<file path="config.mk">
export PLATFORM = sky130hd
export DESIGN_NAME = smp_phy_port_ctrl
export DESIGN_NICKNAME = d
export VERILOG_FILES = /design/src/design/smp_pkg.sv /design/src/design/smp_lane_if.sv /design/src/design/smp_fifo.sv /design/src/design/smp_lane.sv /design/src/design/smp_phy_port_ctrl.sv
export SDC_FILE = /design/constraint.sdc
export NUM_CORES = 1
export LEC_CHECK = 0
export BUFFER_PORTS_ARGS = -buffer_cell sky130_fd_sc_hd__buf_2
export CAP_MARGIN = 20
export CORE_ASPECT_RATIO = 1.4
export CORE_MARGIN = 8
export CORE_UTILIZATION = 49
export CTS_CLUSTER_DIAMETER = 100
export DETAILED_ROUTE_END_ITERATION = 10
export GPL_TIMING_DRIVEN = 0
export PLACE_DENSITY_LB_ADDON = 0.25
export SYNTH_ARGS = -nofsm -noshare
export SYNTH_HDL_FRONTEND = slang
export SYNTH_SLANG_ARGS = --single-unit
</file>
<file path="constraint.sdc">
create_clock -name clk -period 47.6 [get_ports clk]
set_input_delay 4.76 -clock clk [delete_from_list [all_inputs] [get_ports clk]]
set_output_delay 4.76 -clock clk [all_outputs]
set_load 0.01 [all_outputs]
</file>
<file path="src/design/smp_pkg.sv">
package smp_pkg;

  // Port population and serial segment framing
  localparam int MAX_PORTS   = 8;
  localparam int SYNC_PERIOD = 10;
  localparam int SEG_BITS    = 10;
  localparam int FIFO_DEPTH  = 8;
  localparam int CFG_PINS    = 3;

  // Register port widths: address is {phy address, register number}
  localparam int PHY_W  = 5;
  localparam int REGN_W = 6;
  localparam int ADDR_W = PHY_W + REGN_W;
  localparam int DATA_W = 16;

  // Register numbers
  localparam logic [REGN_W-1:0] REG_CONTROL  = 6'h00;
  localparam logic [REGN_W-1:0] REG_MODE     = 6'h10;
  localparam logic [REGN_W-1:0] REG_IRQ_EN   = 6'h12;
  localparam logic [REGN_W-1:0] REG_IRQ_STAT = 6'h13;

  // Field positions
  localparam int CTL_DUPLEX_BIT = 8;
  localparam int CTL_PWRDN_BIT  = 11;
  localparam int CTL_ANEG_BIT   = 12;
  localparam int CTL_SPEED_BIT  = 13;
  localparam int MODE_FIBER_BIT = 0;
  localparam int IRQEN_BIT      = 1;
  localparam int STAT_CHG_BIT   = 2;
  localparam int STAT_OVR_BIT   = 3;

  // Configuration pin positions inside each port's group
  localparam int CFG_ANEG_PIN   = 0;
  localparam int CFG_SPEED_PIN  = 1;
  localparam int CFG_DUPLEX_PIN = 2;

  // Reset values
  localparam logic RST_PWRDN = 1'b0;
  localparam logic RST_IRQEN = 1'b0;

  // Timing: pin settling after reset, in ns and in cycles of the 50 MHz clock
  localparam int CLK_FREQ_MHZ  = 50;
  localparam int PIN_SETTLE_NS = 100;
  localparam int PIN_SETTLE_CYC = (PIN_SETTLE_NS * CLK_FREQ_MHZ + 999) / 1000;

  // Start-up sequence
  typedef enum logic [2:0] {
    ST_WAIT = 3'b001,
    ST_LOAD = 3'b010,
    ST_RUN  = 3'b100
  } smp_state_t;

endpackage : smp_pkg

</file>
<file path="src/design/smp_lane_if.sv">
`timescale 1ns/100ps
interface smp_lane_if;
  logic       tick;
  logic [3:0] bitIdx;
  logic       txBit;
  logic [9:0] rxSeg;
  logic       rxBit;
  logic [9:0] txSeg;

  modport lane (input tick, input bitIdx, input txBit, input rxSeg,
                output rxBit, output txSeg);
  modport ctrl (output tick, output bitIdx, output txBit, output rxSeg,
                input rxBit, input txSeg);
endinterface : smp_lane_if

</file>
<file path="src/design/smp_fifo.sv">
`timescale 1ns/100ps
module smp_fifo #(
  parameter int WIDTH = 80,
  parameter int DEPTH = 8
) (
  input  wire logic             clk,
  input  wire logic             reset,
  input  wire logic             inValid,
  output logic                  inReady,
  input  wire logic [WIDTH-1:0] inData,
  output logic                  outValid,
  input  wire logic             outReady,
  output logic      [WIDTH-1:0] outData
);
  localparam int PW = $clog2(DEPTH);
  localparam logic [PW:0] FULL_CNT = (PW + 1)'(DEPTH);
  localparam logic [PW-1:0] LAST_PTR = PW'(DEPTH - 1);

  logic [WIDTH-1:0] mem [DEPTH];
  logic [PW-1:0]    wrPtr;
  logic [PW-1:0]    rdPtr;
  logic [PW:0]      count;
  logic             doPush;
  logic             doPop;

  // Honest flags: full refuses the writer, empty hides data from the reader
  assign inReady  = (count != FULL_CNT);
  assign outValid = (count != '0);
  assign doPush   = inValid && inReady;
  assign doPop    = outValid && outReady;
  assign outData  = mem[rdPtr];

  // Storage
  always_ff @(posedge clk) begin
    if (doPush) begin
      mem[wrPtr] <= inData;
    end
  end

  // Pointers and fill level
  always_ff @(posedge clk or posedge reset) begin
    if (reset) begin
      wrPtr <= '0;
      rdPtr <= '0;
      count <= '0;
    end else begin
      if (doPush) begin
        wrPtr <= (wrPtr == LAST_PTR) ? '0 : wrPtr + 1'b1;
      end
      if (doPop) begin
        rdPtr <= (rdPtr == LAST_PTR) ? '0 : rdPtr + 1'b1;
      end
      if (doPush && !doPop) begin
        count <= count + 1'b1;
      end else if (doPop && !doPush) begin
        count <= count - 1'b1;
      end
    end
  end

endmodule : smp_fifo

</file>
<file path="src/design/smp_lane.sv">
`timescale 1ns/100ps
module smp_lane (
  input wire logic clk,
  input wire logic reset,
  smp_lane_if.lane bus
);
  import smp_pkg::*;

  localparam logic [3:0] SEG_LAST = 4'(SEG_BITS - 1);

  logic [8:0] txShift;
  logic       rxPick;

  assign rxPick = bus.rxSeg[bus.bitIdx];

  // Transmit bits land at their segment position; the word closes on the last bit
  always_ff @(posedge clk or posedge reset) begin
    if (reset) begin
      txShift   <= 9'h000;
      bus.txSeg <= 10'h000;
    end else if (bus.tick) begin
      if (bus.bitIdx == SEG_LAST) begin
        bus.txSeg <= {bus.txBit, txShift};
      end else begin
        txShift[bus.bitIdx[3:0]] <= bus.txBit;
      end
    end
  end

  // Receive bit for the current segment position, held until the next tick
  always_ff @(posedge clk or posedge reset) begin
    if (reset) begin
      bus.rxBit <= 1'b0;
    end else if (bus.tick) begin
      bus.rxBit <= rxPick;
    end
  end
endmodule : smp_lane

</file>
<file path="src/design/smp_phy_port_ctrl.sv">
// The address-and-strobe port and the address map were left to the implementer.
`timescale 1ns/100ps
module smp_phy_port_ctrl #(
  parameter int PORT_COUNT = 8
) (
  input  wire logic                                      clk,
  input  wire logic                                      reset,
  input  wire logic                                      serialRefClk,
  input  wire logic                                      smiiSync,
  input  wire logic [smp_pkg::MAX_PORTS-1:0]             portSerialTxIn,
  output logic      [smp_pkg::MAX_PORTS-1:0]             portSerialRxOut,
  input  wire logic                                      mgmtIrqNIn,
  output logic                                           mgmtIrqNOut,
  output logic                                           mgmtIrqNOe,
  input  wire logic                                      mgmtDisable,
  input  wire logic [smp_pkg::MAX_PORTS-1:0]             sigDetectModeSel,
  input  wire logic                                      powerDownIn,
  input  wire logic [smp_pkg::MAX_PORTS*smp_pkg::CFG_PINS-1:0] hwConfigPin,
  input  wire logic [smp_pkg::PHY_W-1:0]                 phyBaseAddr,
  input  wire logic [smp_pkg::ADDR_W-1:0]                regAddr,
  input  wire logic [smp_pkg::DATA_W-1:0]                regWrData,
  input  wire logic                                      regWr,
  input  wire logic                                      regRd,
  output logic      [smp_pkg::DATA_W-1:0]                regRdData,
  output logic      [smp_pkg::MAX_PORTS*smp_pkg::SEG_BITS-1:0] txSegData,
  output logic                                           txSegValid,
  input  wire logic                                      txSegReady,
  input  wire logic [smp_pkg::MAX_PORTS*smp_pkg::SEG_BITS-1:0] rxSegData,
  input  wire logic                                      rxSegValid,
  output logic                                           rxSegReady,
  output logic      [smp_pkg::MAX_PORTS-1:0]             portPowerDown,
  output logic      [smp_pkg::MAX_PORTS-1:0]             portFiber,
  output logic      [smp_pkg::MAX_PORTS-1:0]             portSpeed100,
  output logic      [smp_pkg::MAX_PORTS-1:0]             portFullDuplex,
  output logic      [smp_pkg::MAX_PORTS-1:0]             portAutoNeg
);
  import smp_pkg::*;

  localparam int NP     = MAX_PORTS;
  localparam int SEG_W  = NP * SEG_BITS;
  localparam int CFG_W  = NP * CFG_PINS;
  localparam int PIN_W  = 4 + 2 * NP + CFG_W + PHY_W;
  localparam logic [3:0] SEG_LAST = 4'(SYNC_PERIOD - 1);
  localparam logic [3:0] SETTLE_LAST = 4'(PIN_SETTLE_CYC);
  localparam logic [NP-1:0] ALIVE = NP'((1 << PORT_COUNT) - 1);

  // Port index for a phy address, with a hit flag in the top bit
  function automatic logic [3:0] decodePort(input logic [PHY_W-1:0] phy,
                                            input logic [PHY_W-1:0] base);
    logic [PHY_W-1:0] diff;
    diff = phy - base;
    decodePort = {(diff < PHY_W'(PORT_COUNT)), diff[2:0]};
  endfunction : decodePort

  ////////////////////////////////////////////////////////////////////////////
  // Pin synchronisers
  logic [PIN_W-1:0] pinRaw;
  logic [PIN_W-1:0] pinS1;
  logic [PIN_W-1:0] pinS2;
  logic [PIN_W-1:0] pinS3;
  logic [PIN_W-1:0] pinLvl;

  assign pinRaw = {serialRefClk, smiiSync, mgmtDisable, powerDownIn,
                   portSerialTxIn, sigDetectModeSel, hwConfigPin, phyBaseAddr};

  // Three stages; a level counts only once stages two and three agree
  always_ff @(posedge clk or posedge reset) begin
    if (reset) begin
      pinS1  <= '0;
      pinS2  <= '0;
      pinS3  <= '0;
      pinLvl <= '0;
    end else begin
      pinS1 <= pinRaw;
      pinS2 <= pinS1;
      pinS3 <= pinS2;
      for (int i = 0; i < PIN_W; i++) begin
        if (pinS2[i] == pinS3[i]) begin
          pinLvl[i] <= pinS3[i];
        end
      end
    end
  end

  logic             refLvl;
  logic             syncLvl;
  logic             mdisLvl;
  logic             pdLvl;
  logic [NP-1:0]    txLvl;
  logic [NP-1:0]    sdLvl;
  logic [CFG_W-1:0] cfgLvl;
  logic [PHY_W-1:0] baseLvl;

  assign {refLvl, syncLvl, mdisLvl, pdLvl, txLvl, sdLvl, cfgLvl, baseLvl} = pinLvl;

  ////////////////////////////////////////////////////////////////////////////
  // Segment framing on the reference clock
  logic       refPrev;
  logic       refRise;
  logic [3:0] bitIdx;
  logic [3:0] curIdx;
  logic       segEnd;
  logic       segEndQ;

  assign refRise = refLvl && !refPrev;
  assign curIdx  = syncLvl ? 4'h0 : bitIdx;
  assign segEnd  = refRise && (curIdx == SEG_LAST);

  // The sync edge carries bit zero itself; otherwise the count wraps every ten bits
  always_ff @(posedge clk or posedge reset) begin
    if (reset) begin
      refPrev <= 1'b0;
      bitIdx  <= 4'h0;
      segEndQ <= 1'b0;
    end else begin
      refPrev <= refLvl;
      segEndQ <= segEnd;
      if (refRise) begin
        if (curIdx == SEG_LAST) begin
          bitIdx <= 4'h0;
        end else begin
          bitIdx <= curIdx + 4'h1;
        end
      end
    end
  end

  ////////////////////////////////////////////////////////////////////////////
  // Serial lanes; absent ports are not built and read as zero
  logic [SEG_W-1:0] rxHold;
  logic [SEG_W-1:0] txWord;
  smp_lane_if laneIf [NP] ();

  generate
    for (genvar p = 0; p < NP; p++) begin : g_lane
      if (p < PORT_COUNT) begin : g_on
        assign laneIf[p].tick   = refRise;
        assign laneIf[p].bitIdx = curIdx;
        assign laneIf[p].txBit  = txLvl[p];
        assign laneIf[p].rxSeg  = rxHold[p*SEG_BITS +: SEG_BITS];
        assign portSerialRxOut[p] = laneIf[p].rxBit;
        assign txWord[p*SEG_BITS +: SEG_BITS] = laneIf[p].txSeg;
        smp_lane u_lane (
          .clk   (clk),
          .reset (reset),
          .bus   (laneIf[p])
        );
      end else begin : g_off
        assign portSerialRxOut[p] = 1'b0;
        assign txWord[p*SEG_BITS +: SEG_BITS] = '0;
      end
    end
  endgenerate

  // Next receive segment is taken as the current one finishes; idle if none
  assign rxSegReady = segEnd;
  always_ff @(posedge clk or posedge reset) begin
    if (reset) begin
      rxHold <= '0;
    end else if (segEnd) begin
      rxHold <= rxSegValid ? rxSegData : '0;
    end
  end

  ////////////////////////////////////////////////////////////////////////////
  // Transmit segment buffer; a full buffer drops the segment and flags it
  logic fifoInReady;
  logic txOverrun;

  smp_fifo #(
    .WIDTH (SEG_W),
    .DEPTH (FIFO_DEPTH)
  ) u_tx_fifo (
    .clk      (clk),
    .reset    (reset),
    .inValid  (segEndQ),
    .inReady  (fifoInReady),
    .inData   (txWord),
    .outValid (txSegValid),
    .outReady (txSegReady),
    .outData  (txSegData)
  );

  ////////////////////////////////////////////////////////////////////////////
  // Start-up: let pins settle, then load defaults once
  smp_state_t state;
  smp_state_t next_state;
  logic [3:0] settleCnt;

  always_comb begin
    case (state)
      ST_WAIT: next_state = (settleCnt == SETTLE_LAST) ? ST_LOAD : ST_WAIT;
      ST_LOAD: next_state = ST_RUN;
      ST_RUN:  next_state = ST_RUN;
      default: next_state = ST_WAIT;
    endcase
  end

  always_ff @(posedge clk or posedge reset) begin
    if (reset) begin
      state     <= ST_WAIT;
      settleCnt <= 4'h0;
    end else begin
      state <= next_state;
      if (state == ST_WAIT) begin
        settleCnt <= settleCnt + 4'h1;
      end
    end
  end

  ////////////////////////////////////////////////////////////////////////////
  // Register access decode
  logic [3:0]        portHit;
  logic [REGN_W-1:0] regNum;
  logic              accOpen;
  logic              wrHit;
  logic [2:0]        portIdx;

  assign portHit = decodePort(regAddr[ADDR_W-1:REGN_W], baseLvl);
  assign regNum  = regAddr[REGN_W-1:0];
  assign portIdx = portHit[2:0];
  assign accOpen = (state == ST_RUN) && !mdisLvl && portHit[3];
  assign wrHit   = regWr && accOpen;

  // Control bits: pins give aneg, speed and duplex defaults, later writes win; hardware mode follows pins
  logic [NP-1:0] ctrlPd;
  logic [NP-1:0] ctrlAn;
  logic [NP-1:0] ctrlSpd;
  logic [NP-1:0] ctrlDup;
  logic [NP-1:0] irqEn;

  always_ff @(posedge clk or posedge reset) begin
    if (reset) begin
      ctrlPd  <= {NP{RST_PWRDN}};
      ctrlAn  <= '0;
      ctrlSpd <= '0;
      ctrlDup <= '0;
      irqEn   <= {NP{RST_IRQEN}};
    end else begin
      for (int p = 0; p < NP; p++) begin
        if (state == ST_LOAD || (state == ST_RUN && mdisLvl)) begin
          ctrlAn[p]  <= cfgLvl[p*CFG_PINS + CFG_ANEG_PIN] && ALIVE[p];
          ctrlSpd[p] <= cfgLvl[p*CFG_PINS + CFG_SPEED_PIN] && ALIVE[p];
          ctrlDup[p] <= cfgLvl[p*CFG_PINS + CFG_DUPLEX_PIN] && ALIVE[p];
        end else if (wrHit && portIdx == 3'(p) && regNum == REG_CONTROL) begin
          ctrlAn[p]  <= regWrData[CTL_ANEG_BIT];
          ctrlSpd[p] <= regWrData[CTL_SPEED_BIT];
          ctrlDup[p] <= regWrData[CTL_DUPLEX_BIT];
          ctrlPd[p]  <= regWrData[CTL_PWRDN_BIT];
        end
        if (wrHit && portIdx == 3'(p) && regNum == REG_IRQ_EN) begin
          irqEn[p] <= regWrData[IRQEN_BIT];
        end
      end
    end
  end

  ////////////////////////////////////////////////////////////////////////////
  // Mode outputs and status-change flags
  logic [NP-1:0] fiberPrev;
  logic [NP-1:0] chgPend;
  logic          rdStat;

  assign rdStat = regRd && accOpen && regNum == REG_IRQ_STAT;

  // Mode and power follow pins and bits; a fiber-mode change sets a flag, set beats read-clear
  always_ff @(posedge clk or posedge reset) begin
    if (reset) begin
      portFiber      <= '0;
      fiberPrev      <= '0;
      chgPend        <= '0;
      portPowerDown  <= '0;
      portSpeed100   <= '0;
      portFullDuplex <= '0;
      portAutoNeg    <= '0;
    end else begin
      portFiber      <= sdLvl & ALIVE;
      fiberPrev      <= portFiber;
      portPowerDown  <= ({NP{pdLvl}} | ctrlPd) & ALIVE;
      portSpeed100   <= ctrlSpd;
      portFullDuplex <= ctrlDup;
      portAutoNeg    <= ctrlAn;
      for (int p = 0; p < NP; p++) begin
        if (portFiber[p] != fiberPrev[p]) begin
          chgPend[p] <= 1'b1;
        end else if (rdStat && portIdx == 3'(p)) begin
          chgPend[p] <= 1'b0;
        end
      end
    end
  end

  // Dropped transmit segment; cleared by a status read on any port
  always_ff @(posedge clk or posedge reset) begin
    if (reset) begin
      txOverrun <= 1'b0;
    end else if (segEndQ && !fifoInReady) begin
      txOverrun <= 1'b1;
    end else if (rdStat) begin
      txOverrun <= 1'b0;
    end
  end

  // Open-drain interrupt: enable low means the pin is pulled low
  logic irqAsk;
  assign irqAsk      = |(irqEn & chgPend);
  assign mgmtIrqNOut = 1'b0;
  always_ff @(posedge clk or posedge reset) begin
    if (reset) begin
      mgmtIrqNOe <= 1'b1;
    end else begin
      mgmtIrqNOe <= !irqAsk;
    end
  end

  ////////////////////////////////////////////////////////////////////////////
  // Read data, valid in the cycle after the strobe; refused reads return zero
  logic [DATA_W-1:0] rdImage;

  always_comb begin
    rdImage = '0;
    case (regNum)
      REG_CONTROL: begin
        rdImage[CTL_PWRDN_BIT]  = ctrlPd[portIdx];
        rdImage[CTL_ANEG_BIT]   = ctrlAn[portIdx];
        rdImage[CTL_SPEED_BIT]  = ctrlSpd[portIdx];
        rdImage[CTL_DUPLEX_BIT] = ctrlDup[portIdx];
      end
      REG_MODE:     rdImage[MODE_FIBER_BIT] = portFiber[portIdx];
      REG_IRQ_EN:   rdImage[IRQEN_BIT] = irqEn[portIdx];
      REG_IRQ_STAT: begin
        rdImage[STAT_CHG_BIT] = chgPend[portIdx];
        rdImage[STAT_OVR_BIT] = txOverrun;
      end
      default:      rdImage = '0;
    endcase
  end

  always_ff @(posedge clk or posedge reset) begin
    if (reset) begin
      regRdData <= '0;
    end else begin
      regRdData <= (regRd && accOpen) ? rdImage : '0;
    end
  end
endmodule : smp_phy_port_ctrl

</file>
==> results of run 1 <==
[sequential cells by signal, indices dropped and copies added (netlist names), 49 cells and up]
| signal | flops |
|---|---|
| u_tx_fifo.mem | 640 |
| pinLvl | 49 |
| rxHold | 80 |
| pinS2 | 49 |
| pinS3 | 49 |
| g_lane.g_on.u_lane.txShift | 72 |
| g_lane.g_on.u_lane.bus.txSeg | 80 |
| pinS1 | 49 |
[stage by stage]
| step | cell area, µm² | utilization (%) |
|---|---|---|
| 6_report | 52800 | 58.0 |
| 5_1_grt | 52800 | 58.0 |
| 4_1_cts | 52700 | 58.0 |
| 3_5_place_dp | 49000 | 53.9 |
| 3_3_place_gp | 47900 | 52.7 |
| 2_1_floorplan | 45000 | - |
[where the power goes]
group	total [mW]	switching (mW)	internal, mW
Sequential	1.29	0.0771	1.22
Combinational	0.539	0.301	0.238
Clock	0.900	0.384	0.516
Total	2.73	0.762	1.97
[layout make-up]
cell class	instances	area share, %
diodes	2	0.00948
clock inverters	58	1.36
well taps	1197	2.84
inverters	15	0.121
plain buffers	154	1.30
repair buffers	368	4.79
multi-input cells	1284	20.7
clock buffers	143	5.67
flip-flops and latches	1205	63.2
[routing by layer]
| layer | routed length [µm] | GRT usage, % |
|---|---|---|
| met5 | 10 | 0 |
| met4 | 3820 | 8.39 |
| met3 | 6200 | 3.58 |
| met2 | 56100 | 37.0 |
| met1 | 41600 | 26.1 |
[synth_stat cells (all sizes together), types with 2 or more instances]
library cell | n | area, µm²
and3 | 8 | 55.1
a31oi | 9 | 56.3
and2 | 6 | 37.5
nand2 | 468 | 1760
a221o | 24 | 240
nand4b | 3 | 26.3
a22oi | 4 | 30.0
ha | 13 | 163
xor2 | 11 | 96.3
o21ai | 6 | 30.0
mux4 | 174 | 3920
nand3 | 91 | 455
or2 | 9 | 56.3
dfstp | 2 | 52.6
a21o | 12 | 90.1
buf | 54 | 310
mux2 | 170 | 1910
o221ai | 16 | 140
dfrtp | 563 | 14100
a221oi | 8 | 70.1
a21oi | 57 | 285
fa | 2 | 40.0
and4 | 2 | 17.5
clkbuf | 100 | 375
edfxtp | 640 | 19200
nor3b | 17 | 128
inv | 15 | 56.3
nand2b | 9 | 56.3
nand4 | 14 | 87.6
nor2 | 35 | 131
nand3b | 2 | 15.0
mux2i | 19 | 190
nor3 | 12 | 65.1
nor2b | 5 | 31.3
maj3 | 49 | 490
nor4 | 7 | 50.1
xnor2 | 7 | 61.3
[critical path, cell delays in order, from the launching register on]
cell and delay, ps:
sky130_fd_sc_hd__dfrtp_1 340, sky130_fd_sc_hd__clkbuf_1 510, sky130_fd_sc_hd__clkbuf_1 640, sky130_fd_sc_hd__clkbuf_1 710, sky130_fd_sc_hd__mux4_2 400, sky130_fd_sc_hd__mux2_2 340, sky130_fd_sc_hd__buf_2 160
[kinds of logic after synthesis]
kind of cell | Yosys count | share of synthesized area [%]
compound gates | 139 | 2.15
xor+xnor | 18 | 0.351
fa+ha+maj | 64 | 1.54
buf+inv | 169 | 1.65
flops | 1205 | 74.2
mux | 363 | 13.4
other cells | 1 | 0.00834
simple gates | 691 | 6.69
[final timing paths]
path	from	slack [ps]	depth (start not counted)	to
max	u_tx_fifo.rdPtr[1]	39020	6	txSegData[30]
min	pinS1[47]	340	0	pinS2[47]
max reg2reg	pinLvl[0]	44330	9	ctrlDup[1]
min reg2reg	pinS1[47]	340	0	pinS2[47]
max in group asynchronous	reset	41750	4	rxHold[41]
min in group asynchronous	reset	4170	2	regRdData[3]
==> qor.csv, run 1 <==
stage,metric,value,unit
pwr,cell area power density,51.8,nW/µm²
timing,worst hold slack across all endpoints,337,ps
global_route,via count of the first global-routing pass,26700,
route,Remaining DRCs,0,
cells_and_area,most common library cell in the layout ignoring fill and taps,sky130_fd_sc_hd__edfxtp_1,
placed_design,final RePlAce weighted congestion,0.812,
placed_design,total of buffers placed on input and output ports,288,
cells_and_area,layout cells sized above 1,29.4,%
route,starting DRC count in detailed routing,1813,
cells_and_area,synthesis-to-layout area growth,17.4,%
placed_design,half-perimeter wire length after detailed placement,73500,µm
pwr,P_leak,21.7,nW
synth,number of flip-flops and latches in the synthesized netlist,1205,
worst_hold_path,Hold WC Path Type,reg -> reg,
synth,warning count from the yosys run,0,
timing,RSZ-0062 raised after global routing,false,
synth,commonest register cell after synthesis,sky130_fd_sc_hd__edfxtp_1,
floorplan,initial cell density of the core,49.4,%
floorplan,area inside the core boundary,91000,µm²
setup_path,"Arr. time, crit path",3820,ps
cts,insertion delay of the later-clocked pin in the worst-skew pair,700,ps
synth,number of distinct library cells after synthesis,51,
global_route,largest net degree at the start of global routing,131,
synth,number of synthesized flops with an enable pin,640,
timing,endpoints failing hold,0,
cells_and_area,most frequent cells in the layout,"sky130_fd_sc_hd__edfxtp_1 (640), sky130_fd_sc_hd__dfrtp_1 (563), sky130_fd_sc_hd__nand2_1 (468)",
job,Max-Cap Viols,0,
timing,crit share post-route,18.0,%
status,run status,completed,
synth,Async SR Flop Fraction,46.9,%
synth,gate count after technology mapping,2650,
global_route,wire length of the first global-routing pass,163000,µm
cells_and_area,Sequential Area,33400,µm²
placed_design,Inst Count DP,4220,
cts,PostCTS Resize Cnt,0,
global_route,sum of overflow across all layers after global routing,0,
route,post-detailed-route wirelength per cell,24.3,µm
floorplan,Die Area,102000,µm²
global_route,initial antenna violation count,3,
timing,number of setup violations in the final report,0,
route,drt via density,5.59,
route,number of detailed-route iterations in the first pass,5,
cts,CTS H-Tree Depth,3,
cts,sinks on the clock net,1205,
cells_and_area,Layout Nets,3313,
route,total wirelength of the detailed-routed design,108000,µm
floorplan,I/O pin total,311,
cts,number of buffers between clock root and the deepest sink,3,
timing,clock tree skew after final layout,26.1,ps
cts,clock-pin slew reported for the worst setup and hold paths after clock tree synthesis,70,ps
cells_and_area,multi-input combinational cell area,10900,µm²
floorplan,Die X-Extent,272,µm
global_route,All-Layer GR Usage,21.1,%
setup_path,endpoint required time on the critical path,42840,ps
timing,Slew HR,29.9,%
timing,aggregate negative setup slack,0,ps
setup_path,critical path type,reg -> out,
cells_and_area,filler-free cell count of the finished design,4426,
setup_path,CP endpoint kind,primary output,
cts,Root Driver,sky130_fd_sc_hd__clkbuf_16,
route,via count,24800,
floorplan,die outline height,374,µm
pwr,maximum vdd drop,0.0351,mV
synth,sequential-to-total area share from yosys stat,74.2,%
timing,final-report max-slew violation count,0,
cts,TritonCTS clock tree,yes,
floorplan,std cell rows,131,
setup_path,kind of launch point of the worst setup path,register,
cts,total CTS buffers,107,
route,number of antenna-violating nets in the routed design,0,
timing,minimum clock period,8580,ps
pwr,"sum of internal, switching and leakage power",2.73,mW
cells_and_area,number of fill cells,6836,
cts,total of hold buffers inserted after clock tree synthesis,0,
setup_path,highest fanout seen on the critical path,10,
synth,Post-Synthesis Mean Instance Area,17.0,µm²
cts,number of setup buffers added after CTS,0,
timing,Worst-Margin Slew,1050,ps
placed_design,worst setup slack before clock tree synthesis,39750,ps
timing,highest clock rate,117,MHz
synth,Synth Cell Area,45000,µm²
timing,slack of the critical path,39020,ps
No activity file was read; power rests on OpenSTA's default activity.
==> run 2, diff against run 1 <==
==> constraint.sdc (replaced) <==
create_clock -name clk -period 7.7 [get_ports clk]
set_input_delay 0.77 -clock clk [delete_from_list [all_inputs] [get_ports clk]]
set_output_delay 0.77 -clock clk [all_outputs]
set_load 0.01 [all_outputs]
==> qor.csv, run 2 (synthesized netlist as in run 1, its figures left out) <==
stage,metric,value,unit,change
status,run status,completed,,unchanged
timing,worst hold slack across all endpoints,151,ps,was 337 ps
floorplan,initial cell density of the core,49.4,%,unchanged
timing,Slew HR,27.8,%,was 29.9%
route,total wirelength of the detailed-routed design,108000,µm,about the same
pwr,cell area power density,317,nW/µm²,was 51.8 nW/µm²
cells_and_area,synthesis-to-layout area growth,17.7,%,was 17.4%
floorplan,area inside the core boundary,91000,µm²,unchanged
cts,clock-pin slew reported for the worst setup and hold paths after clock tree synthesis,60,ps,was 70 ps
route,via count,24700,,was 24.8k
placed_design,instance area after placement,49200,µm²,was 49000 µm²
timing,clock tree skew after final layout,28.2,ps,was 26.1 ps
cts,number of setup buffers added after CTS,0,,unchanged
floorplan,std cell rows,131,,unchanged
setup_path,CP endpoint kind,primary output,,unchanged
cells_and_area,registers with the highest flip-flop counts,"u_tx_fifo.mem: 640 flops, g_lane.g_on.u_lane.bus.txSeg: 80 flops, rxHold: 80 flops",,unchanged
cts,number of buffers between clock root and the deepest sink,3,,unchanged
global_route,All-Layer GR Usage,21.2,%,was 21.1%
global_route,largest net degree at the start of global routing,48,,was 131
cts,CTS H-Tree Depth,3,,unchanged
route,number of antenna-violating nets in the routed design,0,,unchanged
timing,minimum clock period,4670,ps,
cts,total of hold buffers inserted after clock tree synthesis,0,,unchanged
setup_path,startpoint of the most critical register-to-register path,segEndQ,,was pinLvl[0]
route,Remaining DRCs,0,,unchanged
cells_and_area,number of fill cells,6843,,was 6836
cells_and_area,most common library cell in the layout ignoring fill and taps,sky130_fd_sc_hd__edfxtp_1,,unchanged
cts,sinks on the clock net,1205,,unchanged
setup_path,critical path type,reg -> out,,unchanged
placed_design,total of buffers placed on input and output ports,288,,unchanged
floorplan,Die Area,102000,µm²,unchanged
job,Max-Cap Viols,0,,unchanged
setup_path,FF-to-FF setup slack,4330,ps,was 44330 ps
cells_and_area,layout cells sized above 1,29.6,%,was 29.4%
cells_and_area,top register by number of flip-flops,u_tx_fifo.mem,,unchanged
global_route,wire length of the first global-routing pass,163000,µm,unchanged
cts,TritonCTS clock tree,yes,,unchanged
timing,Worst-Margin Slew,1080,ps,was 1050 ps
cts,total CTS buffers,108,,was 107
timing,highest clock rate,214,MHz,
global_route,initial antenna violation count,4,,was 3
setup_path,FF-to-FF path depth,9,,unchanged
pwr,maximum vdd drop,0.223,mV,was 0.0351 mV
timing,endpoints failing hold,0,,unchanged
route,post-detailed-route wirelength per cell,24.4,µm,was 24.3 µm
timing,RSZ-0062 raised after global routing,false,,unchanged
setup_path,endpoint required time on the critical path,6930,ps,was 42840 ps
route,drt via density,5.57,,was 5.59
route,starting DRC count in detailed routing,1683,,was 1813
global_route,sum of overflow across all layers after global routing,0,,unchanged
floorplan,I/O pin total,311,,unchanged
cts,PostCTS Resize Cnt,0,,unchanged
setup_path,Reg2Reg Capture Point,u_tx_fifo.mem[1][14],,was ctrlDup[1]
timing,number of setup violations in the final report,0,,unchanged
setup_path,"Arr. time, crit path",3900,ps,was 3820 ps
cells_and_area,Layout Nets,3319,,was 3313
floorplan,die outline height,374,µm,unchanged
floorplan,Die X-Extent,272,µm,unchanged
cells_and_area,"final std cell area, no fill",52900,µm²,was 52800 µm²
timing,final-report max-slew violation count,0,,unchanged
placed_design,final RePlAce weighted congestion,0.836,,was 0.812
cts,insertion delay of the later-clocked pin in the worst-skew pair,700,ps,about the same
cts,Root Driver,sky130_fd_sc_hd__clkbuf_16,,unchanged
cells_and_area,max reg flops,640,,unchanged
placed_design,half-perimeter wire length after detailed placement,75100,µm,was 73500 µm
cells_and_area,most frequent cells in the layout,"sky130_fd_sc_hd__edfxtp_1 (640), sky130_fd_sc_hd__dfrtp_1 (563), sky130_fd_sc_hd__nand2_1 (468)",,unchanged
timing,crit share post-route,60.7,%,
setup_path,highest fanout seen on the critical path,10,,unchanged
setup_path,kind of launch point of the worst setup path,register,,unchanged
pwr,P_leak,21.8,nW,was 21.7 nW
global_route,via count of the first global-routing pass,26600,,was 26.7k
worst_hold_path,Hold WC Path Type,in -> async,,was reg -> reg
route,number of detailed-route iterations in the first pass,5,,unchanged
## run 2: final cells by class
cell class / instances / area [µm²] / share of cell area (%)
multi-input cells: 1284 / 10900 / 20.7
repair buffers: 373 / 2720 / 5.15
clock buffers: 154 / 3140 / 5.94
flip-flops and latches: 1205 / 33400 / 63.0
clock inverters: 50 / 507 / 0.958
well taps: 1197 / 1500 / 2.83
diodes: 1 / 2.50 / 0.00473
inverters: 15 / 60.1 / 0.113
plain buffers: 154 / 686 / 1.30
## run 2: worst max path at each step
| stage | end | startpoint | slack [ps] | cells past startpoint |
|---|---|---|---|---|
| global route | txSegData[56] | u_tx_fifo.rdPtr[1] | 2890 | 6 |
| floorplan | bitIdx[0] | reset | -760 | 1 |
| finish | txSegData[57] | u_tx_fifo.rdPtr[1] | 3030 | 6 |
| detailed placement | txSegData[30] | u_tx_fifo.rdPtr[1] | 3670 | 6 |
| CTS | txSegData[30] | u_tx_fifo.rdPtr[1] | 2930 | 6 |
| global placement | u_tx_fifo.mem[1][16] | segEndQ | -5850 | 4 |
## run 2: worst max-delay path, stage by stage (launching register included)
cell and delay (ps):
sky130_fd_sc_hd__dfrtp_1 350, sky130_fd_sc_hd__clkbuf_1 530, sky130_fd_sc_hd__clkbuf_1 690, sky130_fd_sc_hd__clkbuf_1 700
sky130_fd_sc_hd__mux4_2 410, sky130_fd_sc_hd__mux2_2 350, sky130_fd_sc_hd__buf_2 170
## run 2: stage by stage
step / utilization (%) / cells / TNS, ps / total power, mW / worst slack, ps
floorplan: - / 2658 / -429020 / 10.2 / -762
global placement: 52.7 / 4143 / -4489080 / 11.4 / -5850
detailed placement: 54.1 / 4224 / 0 / 11.5 / 3670
CTS: 58.1 / 4428 / 0 / 17.0 / 2930
global route: 58.2 / 4432 / 0 / 17.5 / 2890
finish: 58.2 / 4433 / 0 / 16.8 / 3030
## run 2: metal layers
metal	wire length (µm)	GRT usage (%)	up-vias
met5	21	0	-
met4	3740	7.76	4
met3	5820	3.62	191
met2	57600	38.3	840
met1	40800	25.2	12800
li1	-	-	10800
## run 2: power breakdown
part	internal (mW)	switching [mW]	total [mW]
Clock	3.12	2.33	5.45
Sequential	7.52	0.468	7.99
Combinational	1.49	1.87	3.36
Total	12.1	4.66	16.8
==> run 3, diff against run 2 <==
==> constraint.sdc (replaced) <==
create_clock -name clk -period 4.5 [get_ports clk]
set_input_delay 0.45 -clock clk [delete_from_list [all_inputs] [get_ports clk]]
set_output_delay 0.45 -clock clk [all_outputs]
set_load 0.01 [all_outputs]
==> qor.csv, run 3 (synthesized netlist as in run 1, its figures left out) <==
stage,metric,value,unit,change
setup_path,critical path type,reg -> out,,unchanged
setup_path,CP endpoint kind,primary output,,unchanged
placed_design,half-perimeter wire length after detailed placement,72800,µm,was 75100 µm
timing,minimum clock period,4380,ps,
floorplan,I/O pin total,311,,unchanged
global_route,sum of overflow across all layers after global routing,0,,unchanged
global_route,initial antenna violation count,6,,was 4
cts,number of setup buffers added after CTS,0,,unchanged
timing,crit share post-route,97.4,%,
cells_and_area,most common library cell in the layout ignoring fill and taps,sky130_fd_sc_hd__edfxtp_1,,unchanged
cells_and_area,multi-input combinational cell area,11000,µm²,was 10900 µm²
route,starting DRC count in detailed routing,1684,,was 1683
pwr,cell area power density,529,nW/µm²,was 317 nW/µm²
timing,clock tree skew after final layout,29.3,ps,was 28.2 ps
floorplan,initial cell density of the core,49.4,%,unchanged
route,number of antenna-violating nets in the routed design,0,,unchanged
floorplan,die outline height,374,µm,unchanged
cts,insertion delay of the later-clocked pin in the worst-skew pair,690,ps,was 700 ps
cells_and_area,Layout Nets,3400,,was 3319
pwr,"sum of internal, switching and leakage power",28.5,mW,was 16.8 mW
timing,RSZ-0062 raised after global routing,false,,unchanged
cts,CTS H-Tree Depth,3,,unchanged
global_route,largest net degree at the start of global routing,50,,was 48
cells_and_area,Sequential Area,33400,µm²,unchanged
cts,clock-pin slew reported for the worst setup and hold paths after clock tree synthesis,60,ps,about the same
placed_design,Inst Count DP,4206,,was 4224
setup_path,highest fanout seen on the critical path,10,,unchanged
route,post-detailed-route wirelength per cell,24.0,µm,was 24.4 µm
route,drt via density,5.54,,was 5.57
cts,Root Driver,sky130_fd_sc_hd__clkbuf_16,,unchanged
pwr,P_leak,22.1,nW,was 21.8 nW
floorplan,area inside the core boundary,91000,µm²,unchanged
timing,worst hold slack across all endpoints,45.0,ps,was 151 ps
setup_path,endpoint required time on the critical path,4050,ps,was 6930 ps
floorplan,Die X-Extent,272,µm,unchanged
placed_design,instance area after placement,49300,µm²,was 49200 µm²
status,run status,completed,,unchanged
pwr,maximum vdd drop,0.390,mV,was 0.223 mV
cells_and_area,max reg flops,640,,unchanged
cells_and_area,"final std cell area, no fill",53900,µm²,was 52900 µm²
route,Remaining DRCs,0,,unchanged
timing,number of setup violations in the final report,0,,unchanged
timing,aggregate negative setup slack,0,ps,unchanged
setup_path,kind of launch point of the worst setup path,register,,unchanged
global_route,All-Layer GR Usage,21.3,%,was 21.2%
cells_and_area,registers with the highest flip-flop counts,"u_tx_fifo.mem: 640 flops, g_lane.g_on.u_lane.bus.txSeg: 80 flops, rxHold: 80 flops",,unchanged
cells_and_area,post-route core utilization,59.2,%,was 58.2%
timing,Slew HR,27.4,%,was 27.8%
global_route,wire length of the first global-routing pass,165000,µm,was 163000 µm
floorplan,std cell rows,131,,unchanged
setup_path,"Arr. time, crit path",3930,ps,was 3900 ps
job,Max-Cap Viols,0,,unchanged
cts,number of buffers between clock root and the deepest sink,3,,unchanged
cts,TritonCTS clock tree,yes,,unchanged
timing,endpoints failing hold,0,,unchanged
timing,Worst-Margin Slew,1090,ps,was 1080 ps
cells_and_area,filler-free cell count of the finished design,4512,,was 4433
placed_design,final RePlAce weighted congestion,0.816,,was 0.836
worst_hold_path,Hold WC Path Type,in -> reg,,was in -> async
cells_and_area,top register by number of flip-flops,u_tx_fifo.mem,,unchanged
route,total wirelength of the detailed-routed design,108000,µm,about the same
placed_design,worst setup slack before clock tree synthesis,807,ps,was 3670 ps
cells_and_area,most frequent cells in the layout,"sky130_fd_sc_hd__edfxtp_1 (640), sky130_fd_sc_hd__dfrtp_1 (563), sky130_fd_sc_hd__nand2_1 (468)",,unchanged
timing,highest clock rate,228,MHz,
timing,slack of the critical path,116,ps,was 3030 ps
global_route,via count of the first global-routing pass,27300,,was 26.6k
placed_design,total of buffers placed on input and output ports,288,,unchanged
floorplan,Die Area,102000,µm²,unchanged
timing,final-report max-slew violation count,0,,unchanged
cells_and_area,synthesis-to-layout area growth,19.8,%,was 17.7%
cts,total CTS buffers,106,,was 108
route,via count,25000,,was 24.7k
cts,sinks on the clock net,1205,,unchanged
cells_and_area,layout cells sized above 1,28.2,%,was 29.6%
route,number of detailed-route iterations in the first pass,5,,unchanged
cells_and_area,number of fill cells,6742,,was 6843
run 3: changes by cell type in the layout (fill, tap and decap cells not counted), moves of 2 or more:
cell	previous run	this run
sky130_fd_sc_hd__buf_16	6	19
sky130_fd_sc_hd__clkbuf_16	113	110
sky130_fd_sc_hd__nor3_2	5	1
sky130_fd_sc_hd__clkbuf_8	16	14
sky130_fd_sc_hd__clkinv_4	1	4
sky130_fd_sc_hd__buf_4	25	21
sky130_fd_sc_hd__buf_6	40	3
sky130_fd_sc_hd__bufinv_16	8	6
sky130_fd_sc_hd__buf_8	13	20
sky130_fd_sc_hd__nor3_4	0	4
sky130_fd_sc_hd__clkbuf_1	125	123
sky130_fd_sc_hd__dlygate4sd3_1	0	104
run 3: layout make-up:
| class | count | area share (%) |
|---|---|---|
| Antenna cell | 2 | 0.00929 |
| Buffer | 154 | 1.27 |
| Clock buffer | 148 | 5.64 |
| Clock inverter | 51 | 0.885 |
| Inverter | 15 | 0.111 |
| Multi-Input combinational cell | 1284 | 20.4 |
| Sequential cell | 1205 | 61.9 |
| Tap cell | 1197 | 2.78 |
| Timing Repair Buffer | 456 | 7.02 |
run 3: metal layers:
| metal | vias up | global-route usage (%) | part of all wire [%] | wire length, µm |
|---|---|---|---|---|
| li1 | 11000 | - | - | - |
| met1 | 12900 | 26.0 | 39 | 42200 |
| met2 | 850 | 37.7 | 52 | 56900 |
| met3 | 214 | 3.63 | 5.4 | 5820 |
| met4 | 2 | 8.17 | 3.2 | 3470 |
| met5 | - | 0 | 0.010 | 11 |
run 3: worst paths after layout:
check                           endpoint  slack (ps)               start  cells past startpoint
hold reg to reg                 pinS2[8]         340            pinS1[8]                      0
setup / recovery           txSegData[67]         120  u_tx_fifo.rdPtr[1]                      6
hold / removal                rxHold[49]          50       rxSegData[49]                      3
min in group asynchronous      pinS3[29]         460               reset                      3
setup reg to reg               ctrlAn[0]        1240           pinLvl[0]                      9
max in group asynchronous      pinS3[14]        2440               reset                      7
run 3: repair_timing:
item                                   4_1_cts  5_1_grt
endpoints found under the hold margin      137        0
hold buffers                               104        0
resized for setup                            0        0
run 3: power breakdown:
group,leakage [nW],internal [mW],switching (mW)
clock,1.74,5.09,3.99
combinational,7.00,2.58,3.16
sequential,13.4,12.9,0.821
total,22.1,20.5,7.97
run 3: worst max-delay path, stage by stage, from the launching register on:
cell	delay, ps
sky130_fd_sc_hd__dfrtp_1	350
sky130_fd_sc_hd__clkbuf_1	570
sky130_fd_sc_hd__clkbuf_1	700
sky130_fd_sc_hd__clkbuf_1	680
sky130_fd_sc_hd__mux4_2	410
sky130_fd_sc_hd__mux2_2	350
sky130_fd_sc_hd__buf_2	170
